[config.mk]
export PLATFORM = sky130hd
export DESIGN_NAME = nand_host_ctrl
export DESIGN_NICKNAME = d
export VERILOG_FILES = /design/src/rtl/nand_host_pkg.sv /design/src/rtl/nand_host_ctrl.sv /design/src/rtl/nand_host_fifo.sv
export SDC_FILE = /design/constraint.sdc
export NUM_CORES = 1
export LEC_CHECK = 0
export BUFFER_PORTS_ARGS = -buffer_cell sky130_fd_sc_hd__buf_2
export CORE_MARGIN = 2
export CORE_UTILIZATION = 55
export DETAILED_ROUTE_END_ITERATION = 16
export GPL_TIMING_DRIVEN = 0
export PLACE_DENSITY_LB_ADDON = 0.12
export SKIP_CTS_REPAIR_TIMING = 1
export SKIP_LAST_GASP = 1
export SLEW_MARGIN = 15
export SYNTH_ARGS = -nofsm -noshare
export SYNTH_HDL_FRONTEND = slang
export SYNTH_HIERARCHICAL = 1
export SYNTH_SLANG_ARGS = --single-unit
[constraint.sdc]
create_clock -name sys_clk -period 11.2 [get_ports sys_clk]
set_input_delay 0.56 -clock sys_clk [delete_from_list [all_inputs] [get_ports sys_clk]]
set_output_delay 0.56 -clock sys_clk [all_outputs]
set_load 0.02 [all_outputs]
[src/rtl/nand_host_pkg.sv]
// Constants shared by the asynchronous flash bus host controller
// Summary of operation
// - Command byte latched on strobe rise, CLE high
// - Address byte latched on strobe rise, ALE high
// - Data latched on strobe rise, both latches low
// - Host zeroes upper byte during command cycles
// - Host zeroes unused address bits, correct count
// - Sample on rise when cycle at least 30ns
// - Issue read mode after enhanced status read
// - Guard changes only when idle, then settle
// - Hold guard low during power-on
// - Wait for ready/busy valid, high, before reset
// - Unmonitored host waits 100us after supply
// - Reset first; target busy for 1ms
// - Five address cycles: column, page, block
package nand_host_pkg;
    localparam int CLK_MHZ        = 50;
    localparam int CYC_NS         = 1000 / CLK_MHZ;
    localparam int READ_CYCLE_NS  = 30;
    localparam int STROBE_LOW_CYC = ((READ_CYCLE_NS / 2) + CYC_NS - 1) / CYC_NS;
    localparam int STROBE_HI_CYC  = ((READ_CYCLE_NS / 2) + CYC_NS - 1) / CYC_NS;
    localparam int POWER_WAIT_US  = 100;
    localparam int POWER_WAIT_CYC = POWER_WAIT_US * CLK_MHZ;
    localparam int RESET_BUSY_US  = 1000;
    localparam int RESET_BUSY_CYC = RESET_BUSY_US * CLK_MHZ;
    localparam int GUARD_SETTLE_NS = 100;
    localparam int GUARD_SETTLE_CYC =
        (GUARD_SETTLE_NS + CYC_NS - 1) / CYC_NS;
    localparam logic [7:0] CMD_RESET = 8'hff;
    localparam int ADDR_CYCLES    = 5;
    typedef enum logic [1:0] {
        OP_CMD  = 2'h0,
        OP_ADDR = 2'h1,
        OP_DWR  = 2'h2,
        OP_DRD  = 2'h3
    } op_type;
    typedef enum logic [2:0] {
        ST_POWER  = 3'h0,
        ST_RSTCMD = 3'h1,
        ST_RSTWT  = 3'h3,
        ST_IDLE   = 3'h2,
        ST_LOW    = 3'h6,
        ST_HIGH   = 3'h7,
        ST_GUARD  = 3'h5
    } state_type;
endpackage

[src/rtl/nand_host_ctrl.sv]
// Host controller driving an asynchronous flash bus
`timescale 1ns/1ps
module nand_host_ctrl
    import nand_host_pkg::*;
#(
    parameter int WIDE      = 0,
    parameter int POWER_CYC = POWER_WAIT_CYC,
    parameter int RESET_CYC = RESET_BUSY_CYC,
    parameter int FIFO_DEPTH = 16
) (
    // Clock and reset
    input  wire logic        sys_clk,
    input  wire logic        rstn,
    // Request port
    input  wire logic [1:0]  reqOp,
    input  wire logic [15:0] reqData,
    input  wire logic        reqValid,
    output logic             reqReady,
    input  wire logic        guardReq,
    input  wire logic        useReadyBusy,
    // Read data out
    output logic [15:0]      rdData,
    output logic             rdValid,
    input  wire logic        rdReady,
    // Status
    output logic             initDone,
    output logic             targetBusy,
    // Flash pins
    output logic             chipEnableN,
    output logic             cmdLatchEnable,
    output logic             addrLatchEnable,
    output logic             writeStrobeN,
    output logic             readStrobeN,
    output logic             programEraseGuardN,
    output logic [15:0]      ioOut,
    output logic [15:0]      ioOe,
    input  wire logic [15:0] ioIn,
    input  wire logic        readyBusyN
);
    initial begin
        if (WIDE > 1 || POWER_CYC < 1 || RESET_CYC < 1) begin
            $error("Bad controller parameter");
        end
    end
    localparam int CW = $clog2(POWER_CYC + RESET_CYC + 2);

    // Three-stage pin synchroniser; second and third must agree
    logic [2:0] rbSync_q;
    logic       rbStable_q, rbStable_d;
    always_ff @(posedge sys_clk or negedge rstn) begin
        if (!rstn) begin
            rbSync_q   <= 3'h0;
            rbStable_q <= 1'b0;
        end else begin
            rbSync_q   <= {rbSync_q[1:0], readyBusyN};
            rbStable_q <= rbStable_d;
        end
    end
    always_comb begin
        rbStable_d = rbStable_q;
        if (rbSync_q[1] == rbSync_q[2]) begin
            rbStable_d = rbSync_q[2];
        end
    end
    assign targetBusy = !rbStable_q;

    // Read-data FIFO; a full FIFO stalls further read cycles
    logic        fInValid, fInReady;
    logic [15:0] fInData;
    nand_host_fifo #(.WIDTH(16), .DEPTH(FIFO_DEPTH)) u_fifo (
        .sys_clk  (sys_clk),
        .rstn     (rstn),
        .inData   (fInData),
        .inValid  (fInValid),
        .inReady  (fInReady),
        .outData  (rdData),
        .outValid (rdValid),
        .outReady (rdReady)
    );

    state_type   state_q, state_d;
    logic [CW-1:0] cnt_q, cnt_d;
    op_type      op_q, op_d;
    logic [15:0] out_q, out_d;
    logic [15:0] oe_q, oe_d;
    logic        ce_q, ce_d, cle_q, cle_d, ale_q, ale_d;
    logic        we_q, we_d, re_q, re_d, guard_q, guard_d;
    logic        done_q, done_d;
    logic [15:0] cap_q, cap_d;
    logic        push_q, push_d;
    logic [15:0] dataMask;

    assign dataMask = (WIDE != 0) ? 16'hffff : 16'h00ff;
    assign fInData  = cap_q;
    assign fInValid = push_q;
    // A pending guard change goes first, so ready never promises a take
    assign reqReady = (state_q == ST_IDLE) && rbStable_q && fInReady
                      && !push_q && (guardReq == guard_q);

    always_comb begin
        state_d = state_q;
        cnt_d   = cnt_q;
        op_d    = op_q;
        out_d   = out_q;
        oe_d    = oe_q;
        ce_d    = ce_q;
        cle_d   = cle_q;
        ale_d   = ale_q;
        we_d    = we_q;
        re_d    = re_q;
        guard_d = guard_q;
        done_d  = done_q;
        cap_d   = cap_q;
        push_d  = 1'b0;
        unique case (state_q)
            ST_POWER: begin
                // Guard held low until supply settles
                // Count saturates so a slow ready/busy cannot wrap it
                if (cnt_q < CW'(POWER_CYC)) begin
                    cnt_d = cnt_q + 1'b1;
                end
                if (cnt_q >= CW'(POWER_CYC)
                    && (!useReadyBusy || rbStable_q)) begin
                    cnt_d   = '0;
                    op_d    = OP_CMD;
                    out_d   = {8'h00, CMD_RESET};
                    state_d = ST_RSTCMD;
                end
            end
            ST_RSTCMD: begin
                ce_d    = 1'b0;
                cle_d   = 1'b1;
                ale_d   = 1'b0;
                oe_d    = dataMask;
                we_d    = 1'b0;
                cnt_d   = '0;
                state_d = ST_LOW;
            end
            ST_RSTWT: begin
                // Target stays busy after reset; wait fixed time
                if (cnt_q < CW'(RESET_CYC)) begin
                    cnt_d = cnt_q + 1'b1;
                end
                if (cnt_q >= CW'(RESET_CYC)
                    && (!useReadyBusy || rbStable_q)) begin
                    done_d  = 1'b1;
                    cnt_d   = '0;
                    state_d = ST_IDLE;
                end
            end
            ST_IDLE: begin
                ce_d  = 1'b1;
                oe_d  = 16'h0000;
                cle_d = 1'b0;
                ale_d = 1'b0;
                if (guardReq != guard_q && rbStable_q) begin
                    guard_d = guardReq;
                    cnt_d   = '0;
                    state_d = ST_GUARD;
                end else if (reqValid && reqReady) begin
                    op_d  = op_type'(reqOp);
                    ce_d  = 1'b0;
                    cle_d = op_type'(reqOp) == OP_CMD;
                    ale_d = op_type'(reqOp) == OP_ADDR;
                    // Commands and addresses on the low byte only
                    if (op_type'(reqOp) inside {OP_CMD, OP_ADDR}) begin
                        out_d = {8'h00, reqData[7:0]};
                    end else begin
                        out_d = reqData & dataMask;
                    end
                    oe_d = (op_type'(reqOp) == OP_DRD) ? 16'h0000
                                                       : dataMask;
                    if (op_type'(reqOp) == OP_DRD) begin
                        re_d = 1'b0;
                    end else begin
                        we_d = 1'b0;
                    end
                    cnt_d   = '0;
                    state_d = ST_LOW;
                end
            end
            ST_LOW: begin
                cnt_d = cnt_q + 1'b1;
                if (cnt_q + 1'b1 >= CW'(STROBE_LOW_CYC)) begin
                    we_d    = 1'b1;
                    re_d    = 1'b1;
                    cnt_d   = '0;
                    state_d = ST_HIGH;
                    // Sample on the rising read strobe edge
                    if (op_q == OP_DRD) begin
                        cap_d  = ioIn & dataMask;
                        push_d = 1'b1;
                    end
                end
            end
            ST_HIGH: begin
                // Hold data past the strobe rise before release
                cnt_d = cnt_q + 1'b1;
                if (cnt_q + 1'b1 >= CW'(STROBE_HI_CYC)) begin
                    cnt_d   = '0;
                    // After a command the pin needs time to show busy
                    if (!done_q) begin
                        state_d = ST_RSTWT;
                    end else if (op_q == OP_CMD) begin
                        state_d = ST_GUARD;
                    end else begin
                        state_d = ST_IDLE;
                    end
                    oe_d    = 16'h0000;
                    cle_d   = 1'b0;
                    ale_d   = 1'b0;
                    ce_d    = 1'b1;
                end
            end
            ST_GUARD: begin
                // Guard settle; also covers the busy sync after a command
                cnt_d = cnt_q + 1'b1;
                if (cnt_q + 1'b1 >= CW'(GUARD_SETTLE_CYC)) begin
                    cnt_d   = '0;
                    state_d = ST_IDLE;
                end
            end
            default: state_d = ST_POWER;
        endcase
    end

    always_ff @(posedge sys_clk or negedge rstn) begin
        if (!rstn) begin
            state_q <= ST_POWER;
            cnt_q   <= '0;
            op_q    <= OP_CMD;
            out_q   <= 16'h0000;
            oe_q    <= 16'h0000;
            ce_q    <= 1'b1;
            cle_q   <= 1'b0;
            ale_q   <= 1'b0;
            we_q    <= 1'b1;
            re_q    <= 1'b1;
            guard_q <= 1'b0;
            done_q  <= 1'b0;
            cap_q   <= 16'h0000;
            push_q  <= 1'b0;
        end else begin
            state_q <= state_d;
            cnt_q   <= cnt_d;
            op_q    <= op_d;
            out_q   <= out_d;
            oe_q    <= oe_d;
            ce_q    <= ce_d;
            cle_q   <= cle_d;
            ale_q   <= ale_d;
            we_q    <= we_d;
            re_q    <= re_d;
            guard_q <= guard_d;
            done_q  <= done_d;
            cap_q   <= cap_d;
            push_q  <= push_d;
        end
    end

    assign chipEnableN        = ce_q;
    assign cmdLatchEnable     = cle_q;
    assign addrLatchEnable    = ale_q;
    assign writeStrobeN       = we_q;
    assign readStrobeN        = re_q;
    assign programEraseGuardN = guard_q;
    assign ioOut              = out_q;
    assign ioOe               = oe_q;
    assign initDone           = done_q;
endmodule

[src/rtl/nand_host_fifo.sv]
// Small flip-flop FIFO with valid/ready on both sides
`timescale 1ns/1ps
module nand_host_fifo
    import nand_host_pkg::*;
#(
    parameter int WIDTH = 16,
    parameter int DEPTH = 16
) (
    // Clock and reset
    input  wire logic             sys_clk,
    input  wire logic             rstn,
    // Fill side
    input  wire logic [WIDTH-1:0] inData,
    input  wire logic             inValid,
    output logic                  inReady,
    // Drain side
    output logic      [WIDTH-1:0] outData,
    output logic                  outValid,
    input  wire logic             outReady
);
    localparam int AW = $clog2(DEPTH);
    initial begin
        if (DEPTH < 2 || (1 << AW) != DEPTH || WIDTH < 1) begin
            $error("FIFO depth must be a power of two, width positive");
        end
    end
    logic [WIDTH-1:0] mem_q [DEPTH];
    logic [WIDTH-1:0] mem_d [DEPTH];
    logic [AW:0]      wrPtr_q, wrPtr_d, rdPtr_q, rdPtr_d;
    logic             push, pop;

    assign inReady  = (wrPtr_q - rdPtr_q) != (AW+1)'(DEPTH);
    assign outValid = wrPtr_q != rdPtr_q;
    assign outData  = mem_q[rdPtr_q[AW-1:0]];
    assign push     = inValid && inReady;
    assign pop      = outValid && outReady;

    always_comb begin
        mem_d   = mem_q;
        wrPtr_d = wrPtr_q;
        rdPtr_d = rdPtr_q;
        if (push) begin
            mem_d[wrPtr_q[AW-1:0]] = inData;
            wrPtr_d = wrPtr_q + 1'b1;
        end
        if (pop) begin
            rdPtr_d = rdPtr_q + 1'b1;
        end
    end

    always_ff @(posedge sys_clk or negedge rstn) begin
        if (!rstn) begin
            wrPtr_q <= '0;
            rdPtr_q <= '0;
            for (int i = 0; i < DEPTH; i++) begin
                mem_q[i] <= '0;
            end
        end else begin
            wrPtr_q <= wrPtr_d;
            rdPtr_q <= rdPtr_d;
            mem_q   <= mem_d;
        end
    end
endmodule

# == After elaboration in Yosys (flattened, before gate mapping) ==
# Index checks and enable logic that the tools add are counted.
# word_totals
inputBits,41
wordCells,168
ff_bits,339
# classes
order_cmp,9
n_bitwise,2
reduce_logical,33
eq_ne,26
muxes,60
add_sub_neg,4
# ops
op,count
bitwise mux 256 bit,1
2-to-1 mux 16 bit,15
one-hot mux 16 bit (6 select lines),1
binary-select mux 16 bit (select 4 bit),1
demux 16 bit (select 4 bit),1
one-hot mux 16 bit (3 select lines),1
one-hot mux 16 bit (2 select lines),1
2-to-1 mux 3 bit,9
2-to-1 mux 8 bit,3
one-hot mux 3 bit (7 select lines),1
2-to-1 mux 1 bit,17
"adder 16 x 1 -> 16 bit, second input constant",1
"greater-or-equal comparator 16 x 1 -> 1 bit, second input constant",1
"greater-or-equal comparator 16 x 13 -> 1 bit, second input constant",1
"greater-or-equal comparator 16 bit, second input constant",1
"greater-or-equal comparator 16 x 3 -> 1 bit, second input constant",1
"< comparator 16 x 13 -> 1 bit, second input constant",1
"< comparator 16 bit, second input constant",1
"!= test 2 bit, second input constant",7
one-hot mux 1 bit (3 select lines),4
logical AND 1 bit,11
"adder 5 x 1 -> 5 bit, second input constant",2
"greater-or-equal comparator 5 bit, second input constant",2
inverter 4 -> 5 bit,2
other kinds (30),48

# == Longest topological paths before layout ==
# Gate-level depths: netlist of run 1.
# logic_depth
depth_word,9
depth_mapped,16
ltp_nobuf,11

# == Modules after synthesis ==
# Netlist of run 1, hierarchy kept.
# by_module_without_submodules
mod,seq_area_each_um2,area_per_inst_um2,instances,cells_each
nand_host_fifo,6656.4,12577.1,1,733
nand_host_ctrl,1255.0,2975.4,1,313

# == Worst setup path before layout of run 1 ==
# No wires, ideal clock.
# synth_timing
kind,register to register
from,register u_fifo.rdPtr_q[1]
to,register cnt_q[14]
n_path_buf,5
period_less_slack_ns,4.061
t_arrival_ns,3.984
setup_slack_ns,7.139
t_required_ns,11.122
path_stages_with_launch,17
path_cell_list,dfrtp_1 clkbuf_1 buf_1 inv_1 ha_1 nor2b_1 o211ai_1 a2111oi_2 o21ai_1 buf_6 buf_6 nor4b_4 a2111oi_1 a311o_1 clkbuf_1 or3b_1 a21oi_1
# synth_via
elab_chain_len,8
# synth_lines
item,line,text
from (decl),nand_host_fifo.sv:29,"logic [AW:0] wrPtr_q, wrPtr_d, rdPtr_q, rdPtr_d;"
from (signal assigned),nand_host_fifo.sv:60,rdPtr_q <= rdPtr_d;
subtractor 5 bit,nand_host_fifo.sv:32,assign inReady = (wrPtr_q - rdPtr_q) != (AW+1)'(DEPTH);
!= test 5 bit,nand_host_fifo.sv:32,
via fInReady,nand_host_ctrl.sv:68,"logic fInValid, fInReady;"
logical AND 1 bit,nand_host_ctrl.sv:97,assign reqReady = (state_q == ST_IDLE) && rbStable_q && fInReady
logical AND 1 bit (2 in a row),nand_host_ctrl.sv:98,&& !push_q && (guardReq == guard_q);
via reqReady,nand_host_ctrl.sv:18,"output logic reqReady,"
logical AND 1 bit,nand_host_ctrl.sv:160,end else if (reqValid && reqReady) begin
!= test 3 x 1 -> 1 bit (no source line),n/a,
AND reduction 4 bit (no source line),n/a,
to (signal assigned),nand_host_ctrl.sv:245,cnt_q <= cnt_d;
to (decl),nand_host_ctrl.sv:82,"logic [CW-1:0] cnt_q, cnt_d;"
# The timed path passes the listed nets, and every way through them passes these cells.
# A chain may end at the register's enable or synchronous reset.

# == Worst setup path in the final report of run 1 ==
# layout_timing
from,register u_fifo.rdPtr_q[1]
to,register cnt_q[15]
# layout_via
elab_chain_len,8
# layout_lines
item,line
subtractor 5 bit,nand_host_fifo.sv:32
!= test 5 bit,nand_host_fifo.sv:32
via fInReady,nand_host_ctrl.sv:68
logical AND 1 bit,nand_host_ctrl.sv:97
logical AND 1 bit (2 in a row),nand_host_ctrl.sv:98
logical AND 1 bit,nand_host_ctrl.sv:160
!= test 3 x 1 -> 1 bit (no source line),n/a
AND reduction 4 bit (no source line),n/a
# The timed path passes the listed nets, and every way through them passes these cells.

==> summary.txt, run 1 <==
Logic synthesis
  • Synth Register Bits: 316
  • Mapped Avg Cell Area: 14.87 um^2
  • Seq/Total Area, Yosys: 50.87%
  • Cell count after synthesis: 1,046
  • Post-synth top cells: dfrtp_1, mux2_2, mux4_2, mux2_4, clkbuf_1
  • Synth cell types: 74
  • Post-synth EDFFs: 0
  • Most common cell in the synthesized netlist: dfrtp_1
  • Most used flip-flop cell after synthesis: dfrtp_1
  • Synth top area share: 50.36%
  • Ys async rst share: 100.0%
  • Syn Std Cell Area: roughly 16,000 um^2
  • Largest cells by area after synthesis: dfrtp_1, mux2_2, mux4_2, mux2_4, buf_4
  • Synth area leader: dfrtp_1
  • Synth warnings: 6

Critical path
  • Crit-path leading delay family: buffers and inverters
  • Critical Path RT: approximately 12 ns
  • Slowest cell on crit path: buf_1
  • CP peak stage delay: 0.69 ns
  • Crit start category: flip-flop
  • Crit path max fanout: 10
  • Worst r2r path cells: 16
  • Setup crit end kind: flip-flop
  • Arr. time, crit path: between 5 and 6 ns
  • R2R Setup Slk: between 6 and 7 ns
  • WP buf/inv: 6
  • Reg2Reg Capture Point: cnt_q[15]
  • Crit-path cells: clkbuf_1, buf_1, inv_1, ha_1, nor2b_1, o211ai_1, a2111oi_2, o21ai_1, buf_6, buf_6, nor4b_4, a2111oi_1, a311o_1, clkbuf_1, nor3_1, a21oi_1
  • Setup CP Type: flip-flop to flip-flop
  • Worst r2r src: u_fifo/rdPtr_q[1]

Power
  • Seq pwr share: approximately two fifths
  • Clock share of power: 39.0%
  • Total net switching power: roughly 0.86 mW
  • Internal power: 2.159 mW
  • Switching Fraction: approximately 28%
  • Leakage: 8.232 nW
  • Max rail drop VDD: 0.1175 mV
  • Comb pwr share: 21.7%
  • PD cells: 168.3 nW/um^2

Clock tree
  • Bufs on Longest Clock Path: 3
  • CTS tree: built
  • Worst skew pair latency: 0.52 ns
  • Clk sinks: 316
  • CTS Buf Count: 36
  • Root buffer cell: clkbuf_16
  • Htree depth: 2
  • Clk slew on worst S/H paths: ~0.060 ns

Global routing
  • Initial antenna violation count: 0
  • Gr usage total: 25.48%
  • Total gr overflow: 0
  • Wire length of the first global-routing pass: 56.28 mm
  • Number of global-route vias before repair: 9,690
  • Largest net degree at the start of global routing: 103

STA
  • Crit share post-route: 46.01%
  • Setup tns final: 0 ns
  • Setup-failing EPs final: 0
  • Worst Tran Pin Value: roughly 1.1 ns
  • Fmax: 194.1 MHz
  • Clk_skew: 0.01593 ns
  • Final Hold Fails: 0
  • Unrepaired setup endpoints after global routing: false
  • Slew HR: 23.44%
  • Final critical-path required period: 5.153 ns
  • Slew Limit Fails: 0
  • Hold Slack: 0.1518 ns

Placed design
  • Cell total after placement: 1,564
  • Dpl hpwl: 23.18 mm
  • Final Wtd Congestion: 0.8186
  • Buffers added on ports: 66

Hold path
  • Min-delay worst type: primary input to flip-flop
  • Worst hold start: readyBusyN
  • Sink of the worst hold path: rbSync_q[0]
  • Hold Path Depth: 1

Cells and area
  • Nets: 1,278
  • Fraction of layout cells with a size suffix above 1: 43.85%
  • Layout Utilization: 64.55%
  • Synth-to-Final Area Change: 15.31%
  • N_diodes: 0
  • FILL cells: 2,071
  • Fin cells: 1,630

Detailed routing
  • Routed Antenna Nets: 0
  • DRC viols: 0
  • Routed wire length: 35.81 mm
  • Starting DRC count in detailed routing: 753
  • DR pass1 iterations: 5
  • Avg Vias per Cell: 5.753
  • Vias: between 9,000 and 10,000
  • Routed length per instance: 21.97 um

Floorplan
  • Die span in x: 172.2 um
  • Die Y: between 150 and 200 um
  • Starting density of the core: 55.98%
  • FP Rows: 61
  • Core Box Area: 27,780 um^2
  • Ports: 99
  • Die Footprint: about 30,000 um^2

Run status
  • Outcome: finished clean

Flow run
  • Max cap viols: 0
-- power groups by stage --
stage / combinational, mW / clock, mW / sequential, mW
after floorplan: 0.450 / 0 / 1.20
after global placement: 0.647 / 0 / 1.20
after detailed placement: 0.658 / 0 / 1.21
after CTS: 0.660 / 1.20 / 1.18
after global routing: 0.695 / 1.25 / 1.19
final: 0.655 / 1.18 / 1.19
-- layout make-up --
type,instances,area [um^2],area share (%)
buffer,101,670.6,3.740
sequential,316,7911,44.12
clock inverter,7,71.32,0.3977
tap,378,473.0,2.637
multi-input combinational,678,7156,39.90
inverter,22,82.58,0.4605
timing repair buffer,70,432.9,2.414
clock buffer,58,1136,6.335
-- state kept, by name, indices dropped and copies added (netlist names), 2 cells and up --
register and cells:
cap_q 8, cnt_q 16, ioOut 8, op_q 2, rbSync_q 3, state_q 3, u_fifo/mem_q 256, u_fifo/rdPtr_q 5
u_fifo/wrPtr_q 5
-- per-layer routing --
| metal | track usage (%) | vias to the layer above | routed length [um] |
|---|---|---|---|
| met1 | 36.40 | 4918 | 16270 |
| met5 | 0 | - | 0 |
| li1 | - | 4178 | - |
| met4 | 6.759 | 0 | 771 |
| met2 | 41.21 | 230 | 17150 |
| met3 | 3.914 | 52 | 1616 |
-- worst max path at each step --
stage	to	cells past startpoint	slack [ns]	start
finish	cnt_q[15]	16	6.05	u_fifo/rdPtr_q[1]
detailed placement	cnt_q[15]	16	6.08	u_fifo/rdPtr_q[1]
floorplan	cnt_q[14]	16	7.14	u_fifo/rdPtr_q[1]
global placement	u_fifo/mem_q[18]	1	3.48	rstn
CTS	cnt_q[15]	16	6.06	u_fifo/rdPtr_q[1]
global route	cnt_q[15]	16	5.66	u_fifo/rdPtr_q[1]
-- kinds of logic after synthesis --
| group | share of synthesized area (%) |
|---|---|
| muxes | 32.19 |
| DFF | 50.87 |
| and+or+nand+nor | 5.688 |
| buffers and inverters | 4.835 |
| AOI/OAI and AO/OA | 4.240 |
| xor gates and xnor gates | 1.126 |
| adders and majority gates | 1.030 |
| other | 0.02411 |
-- cells in the final DEF (no fill, tap or decap), types with 8 or more instances in the layout --
| cell | netlist | layout |
|---|---|---|
| nand2_1 | 20 | 20 |
| mux2_4 | 50 | 50 |
| clkbuf_1 | 34 | 43 |
| nor2_1 | 27 | 27 |
| a21oi_1 | 13 | 13 |
| o31ai_1 | 8 | 8 |
| dfrtp_1 | 313 | 313 |
| inv_1 | 20 | 20 |
| mux2_1 | 15 | 15 |
| mux2_2 | 202 | 202 |
| clkbuf_16 | 0 | 38 |
| o21ai_0 | 32 | 32 |
| ha_1 | 12 | 12 |
| clkbuf_8 | 0 | 11 |
| buf_6 | 10 | 10 |
| buf_4 | 30 | 30 |
| xnor2_1 | 16 | 16 |
| o22a_1 | 8 | 8 |
| buf_2 | 16 | 81 |
| nand4_1 | 9 | 9 |
| nand3_1 | 13 | 13 |
| conb_1 | 1 | 72 |
| mux4_2 | 80 | 80 |
-- per-stage QoR --
step	total power, mW	cell area, um^2	worst slack [ns]
2_1_floorplan	1.650	15820	7.139
3_3_place_gp	1.851	16620	3.476
3_5_place_dp	1.864	16710	6.082
4_1_cts	3.045	17920	6.061
5_1_grt	3.131	17930	5.658
6_report	3.018	17930	6.047
Power figures use the tool's default switching activity.
==> run 2: changes to the inputs <==
- clock period: 11.2 -> 5.36 ns (I/O delays scaled with it)
==> run 2 against run 1 <==
Cell count grew 0.67%. The flow now finishes with violations (hold timing). Clock skew is essentially flat. Critical endpoint unchanged. Sequential share of layout area shrank 0.27 points. Clock power grew 110%. Critical path type unchanged. Critical path depth is the same.
==> summary.txt, run 2 (same netlist as run 1, synthesis figures left out) <==
Detailed routing
  • Highest metal used: met4 (unchanged)
  • Routed wl met3: 1.686 mm (was 1.616 mm)
  • Routed Antenna Nets: 0 (unchanged)
  • Starting DRC count in detailed routing: 673 (was 753)
  • Avg Vias per Cell: 5.731 (was 5.753)
  • Met2 WL: 17.14 mm (was 17.15 mm)
  • Routed length per instance: 21.92 um (was 21.97 um)
  • Vias: 9,404 (was 9,378)
  • Routed length on met1: 16.34 mm (was 16.27 mm)
  • DRC viols: 0 (unchanged)
  • DR pass1 iterations: 4 (was 5)
  • Routed wire length: 35.97 mm (was 35.81 mm)

STA
  • Unrepaired setup endpoints after global routing: false (unchanged)
  • Slew HR: 21.88% (was 23.44%)
  • Final critical-path required period: 4.905 ns (was 5.153 ns)
  • Clk_skew: 0.01598 ns (was 0.01593 ns)
  • Slew Limit Fails: 0 (unchanged)
  • Hold Slack: -0.009734 ns (was 0.1518 ns)
  • Crit share post-route: 91.50% (was 46.01%)
  • Final Hold Fails: 5 (was 0)
  • Fmax: 203.9 MHz (was 194.1 MHz)
  • Slack of the critical path: 0.4555 ns (was 6.047 ns)
  • Worst Tran Pin Value: 1.163 ns (was 1.140 ns)
  • Setup-failing EPs final: 0 (unchanged)

Hold path
  • Min-delay worst type: primary input to flip-flop (unchanged)
  • Hold Path Depth: 2 (was 1)

Cells and area
  • Fin cells: 1,641 (was 1,630)
  • Layout Utilization: 64.95% (was 64.55%)
  • Most common cell after layout, fill and taps aside: dfrtp_1 (unchanged)
  • N_diodes: 0 (unchanged)
  • Most frequent cells in the layout: dfrtp_1, mux2_2, buf_2 (unchanged)
  • Fraction of layout cells with a size suffix above 1: 43.55% (was 43.85%)
  • FILL cells: 2,062 (was 2,071)
  • Top Registers: u_fifo/mem_q: 256 flops, cnt_q: 16 flops (unchanged)
  • Nets: 1,289 (was 1,278)
  • Max reg flops: 256 (unchanged)
  • Cell area after layout: 18,040 um^2 (was 17,930 um^2)
  • Synth-to-Final Area Change: 16.03% (was 15.31%)
  • Biggest register: u_fifo/mem_q (unchanged)

Floorplan
  • Ports: 99 (unchanged)
  • FP Rows: 61 (unchanged)
  • Die span in x: 172.2 um (unchanged)
  • Core Box Area: 27,780 um^2 (unchanged)
  • Starting density of the core: 55.98% (unchanged)
  • Die Y: 172.2 um (unchanged)
  • Die Footprint: 29,640 um^2 (unchanged)

Global routing
  • Number of global-route vias before repair: 9,690 (unchanged)
  • Total gr overflow: 0 (unchanged)
  • Largest net degree at the start of global routing: 103 (unchanged)
  • Initial antenna violation count: 0 (unchanged)
  • Gr usage total: 25.48% (unchanged)
  • Wire length of the first global-routing pass: 56.28 mm (unchanged)

Critical path
  • WP buf/inv: 6 (unchanged)
  • Critical Path RT: 5.72 ns (was 11.57 ns)
  • Crit-path leading delay family: buffers and inverters (unchanged)
  • Setup CP Type: flip-flop to flip-flop (unchanged)
  • Critical path launch point: u_fifo/rdPtr_q[1] (unchanged)
  • Slowest cell on crit path: clkbuf_1 (was buf_1)
  • Crit path max fanout: 10 (unchanged)
  • Reg2Reg Capture Point: cnt_q[15] (unchanged)
  • Crit-path cells: clkbuf_1, clkbuf_2, inv_1, ha_1, nor2b_1, o211ai_1, a2111oi_2, o21ai_1, buf_6, buf_6, nor4b_4, a2111oi_1, a311o_1, clkbuf_1, nor3_1, a21oi_1 (was clkbuf_1, buf_1, inv_1, ha_1, nor2b_1, o211ai_1, a2111oi_2, o21ai_1, buf_6, buf_6, nor4b_4, a2111oi_1, a311o_1, clkbuf_1, nor3_1, a21oi_1)
  • Worst r2r src: u_fifo/rdPtr_q[1] (unchanged)
  • Crit start category: flip-flop (unchanged)
  • Worst r2r path cells: 16 (unchanged)
  • Arr. time, crit path: 5.27 ns (was 5.52 ns)
  • R2R Setup Slk: 0.46 ns (was 6.05 ns)
  • Worst Setup EP: cnt_q[15] (unchanged)
  • CP Depth: 16 (unchanged)
  • CP peak stage delay: 0.59 ns (was 0.69 ns)
  • Setup crit end kind: flip-flop (unchanged)

Clock tree
  • Clk sinks: 316 (unchanged)
  • Bufs on Longest Clock Path: 3 (unchanged)
  • Root buffer cell: clkbuf_16 (unchanged)
  • Worst skew pair latency: 0.52 ns (about the same)
  • Htree depth: 2 (unchanged)
  • CTS tree: built (unchanged)
  • Clk slew on worst S/H paths: 0.06 ns (about the same)
  • CTS Buf Count: 36 (unchanged)

Power
  • PD cells: 349.9 nW/um^2 (was 168.3 nW/um^2)
  • Leakage: 8.281 nW (was 8.232 nW)
  • Max rail drop VDD: 0.2465 mV (was 0.1175 mV)

Placed design
  • Dpl hpwl: 23.18 mm (unchanged)
  • Placed inst area: 16,710 um^2 (unchanged)
  • Pre-CTS WS: 0.2425 ns (was 6.082 ns)
  • Buffers added on ports: 66 (unchanged)
  • Final Wtd Congestion: 0.8186 (unchanged)
  • Cell total after placement: 1,564 (unchanged)

Run status
  • Outcome: finished, violations left (was finished clean)
  • Failing checks: hold timing

Flow run
  • Max cap viols: 0 (unchanged)
[run 2: cell type report]
class	count	area, um^2	share of cell area, %
multi-input combinational	678	7156	39.65
timing repair buffer	81	543.0	3.009
clock inverter	7	71.32	0.3952
sequential	316	7911	43.84
tap	378	473.0	2.621
buffer	101	671.9	3.723
clock buffer	58	1136	6.296
inverter	22	82.58	0.4576
[run 2: worst min-delay path by stage]
stage                             end  slack, ns        start
detailed placement  u_fifo/mem_q[186]       0.16         rstn
floorplan             addrLatchEnable      -0.03         rstn
finish                       ioOut[0]      -0.01   reqData[0]
global placement          rbSync_q[1]       0.33  rbSync_q[0]
CTS                 u_fifo/mem_q[186]      -0.39         rstn
global route                 ioOut[0]     -0.004   reqData[0]
[run 2: metal layers]
layer / GRT usage [%] / up-vias
li1: - / 4197
met1: 36.40 / 4922
met2: 41.21 / 231
met3: 3.914 / 54
met4: 6.759 / 0
met5: 0 / -
[run 2: power breakdown]
part,switching (mW),internal [mW]
Clock,0.958,1.50
Combinational,0.800,0.578
Sequential,0.0380,2.44
Total,1.80,4.52
[run 2: metrics by stage]
stage	total power, mW	setup TNS [ns]	hold WS, ns
finish	6.313	0	-0.009734
global route	6.551	0	-0.004429
CTS	6.364	0	-0.3852
detailed placement	3.894	0	0.1610
global placement	3.868	-638.09	0.3344
floorplan	3.447	0	-0.02759
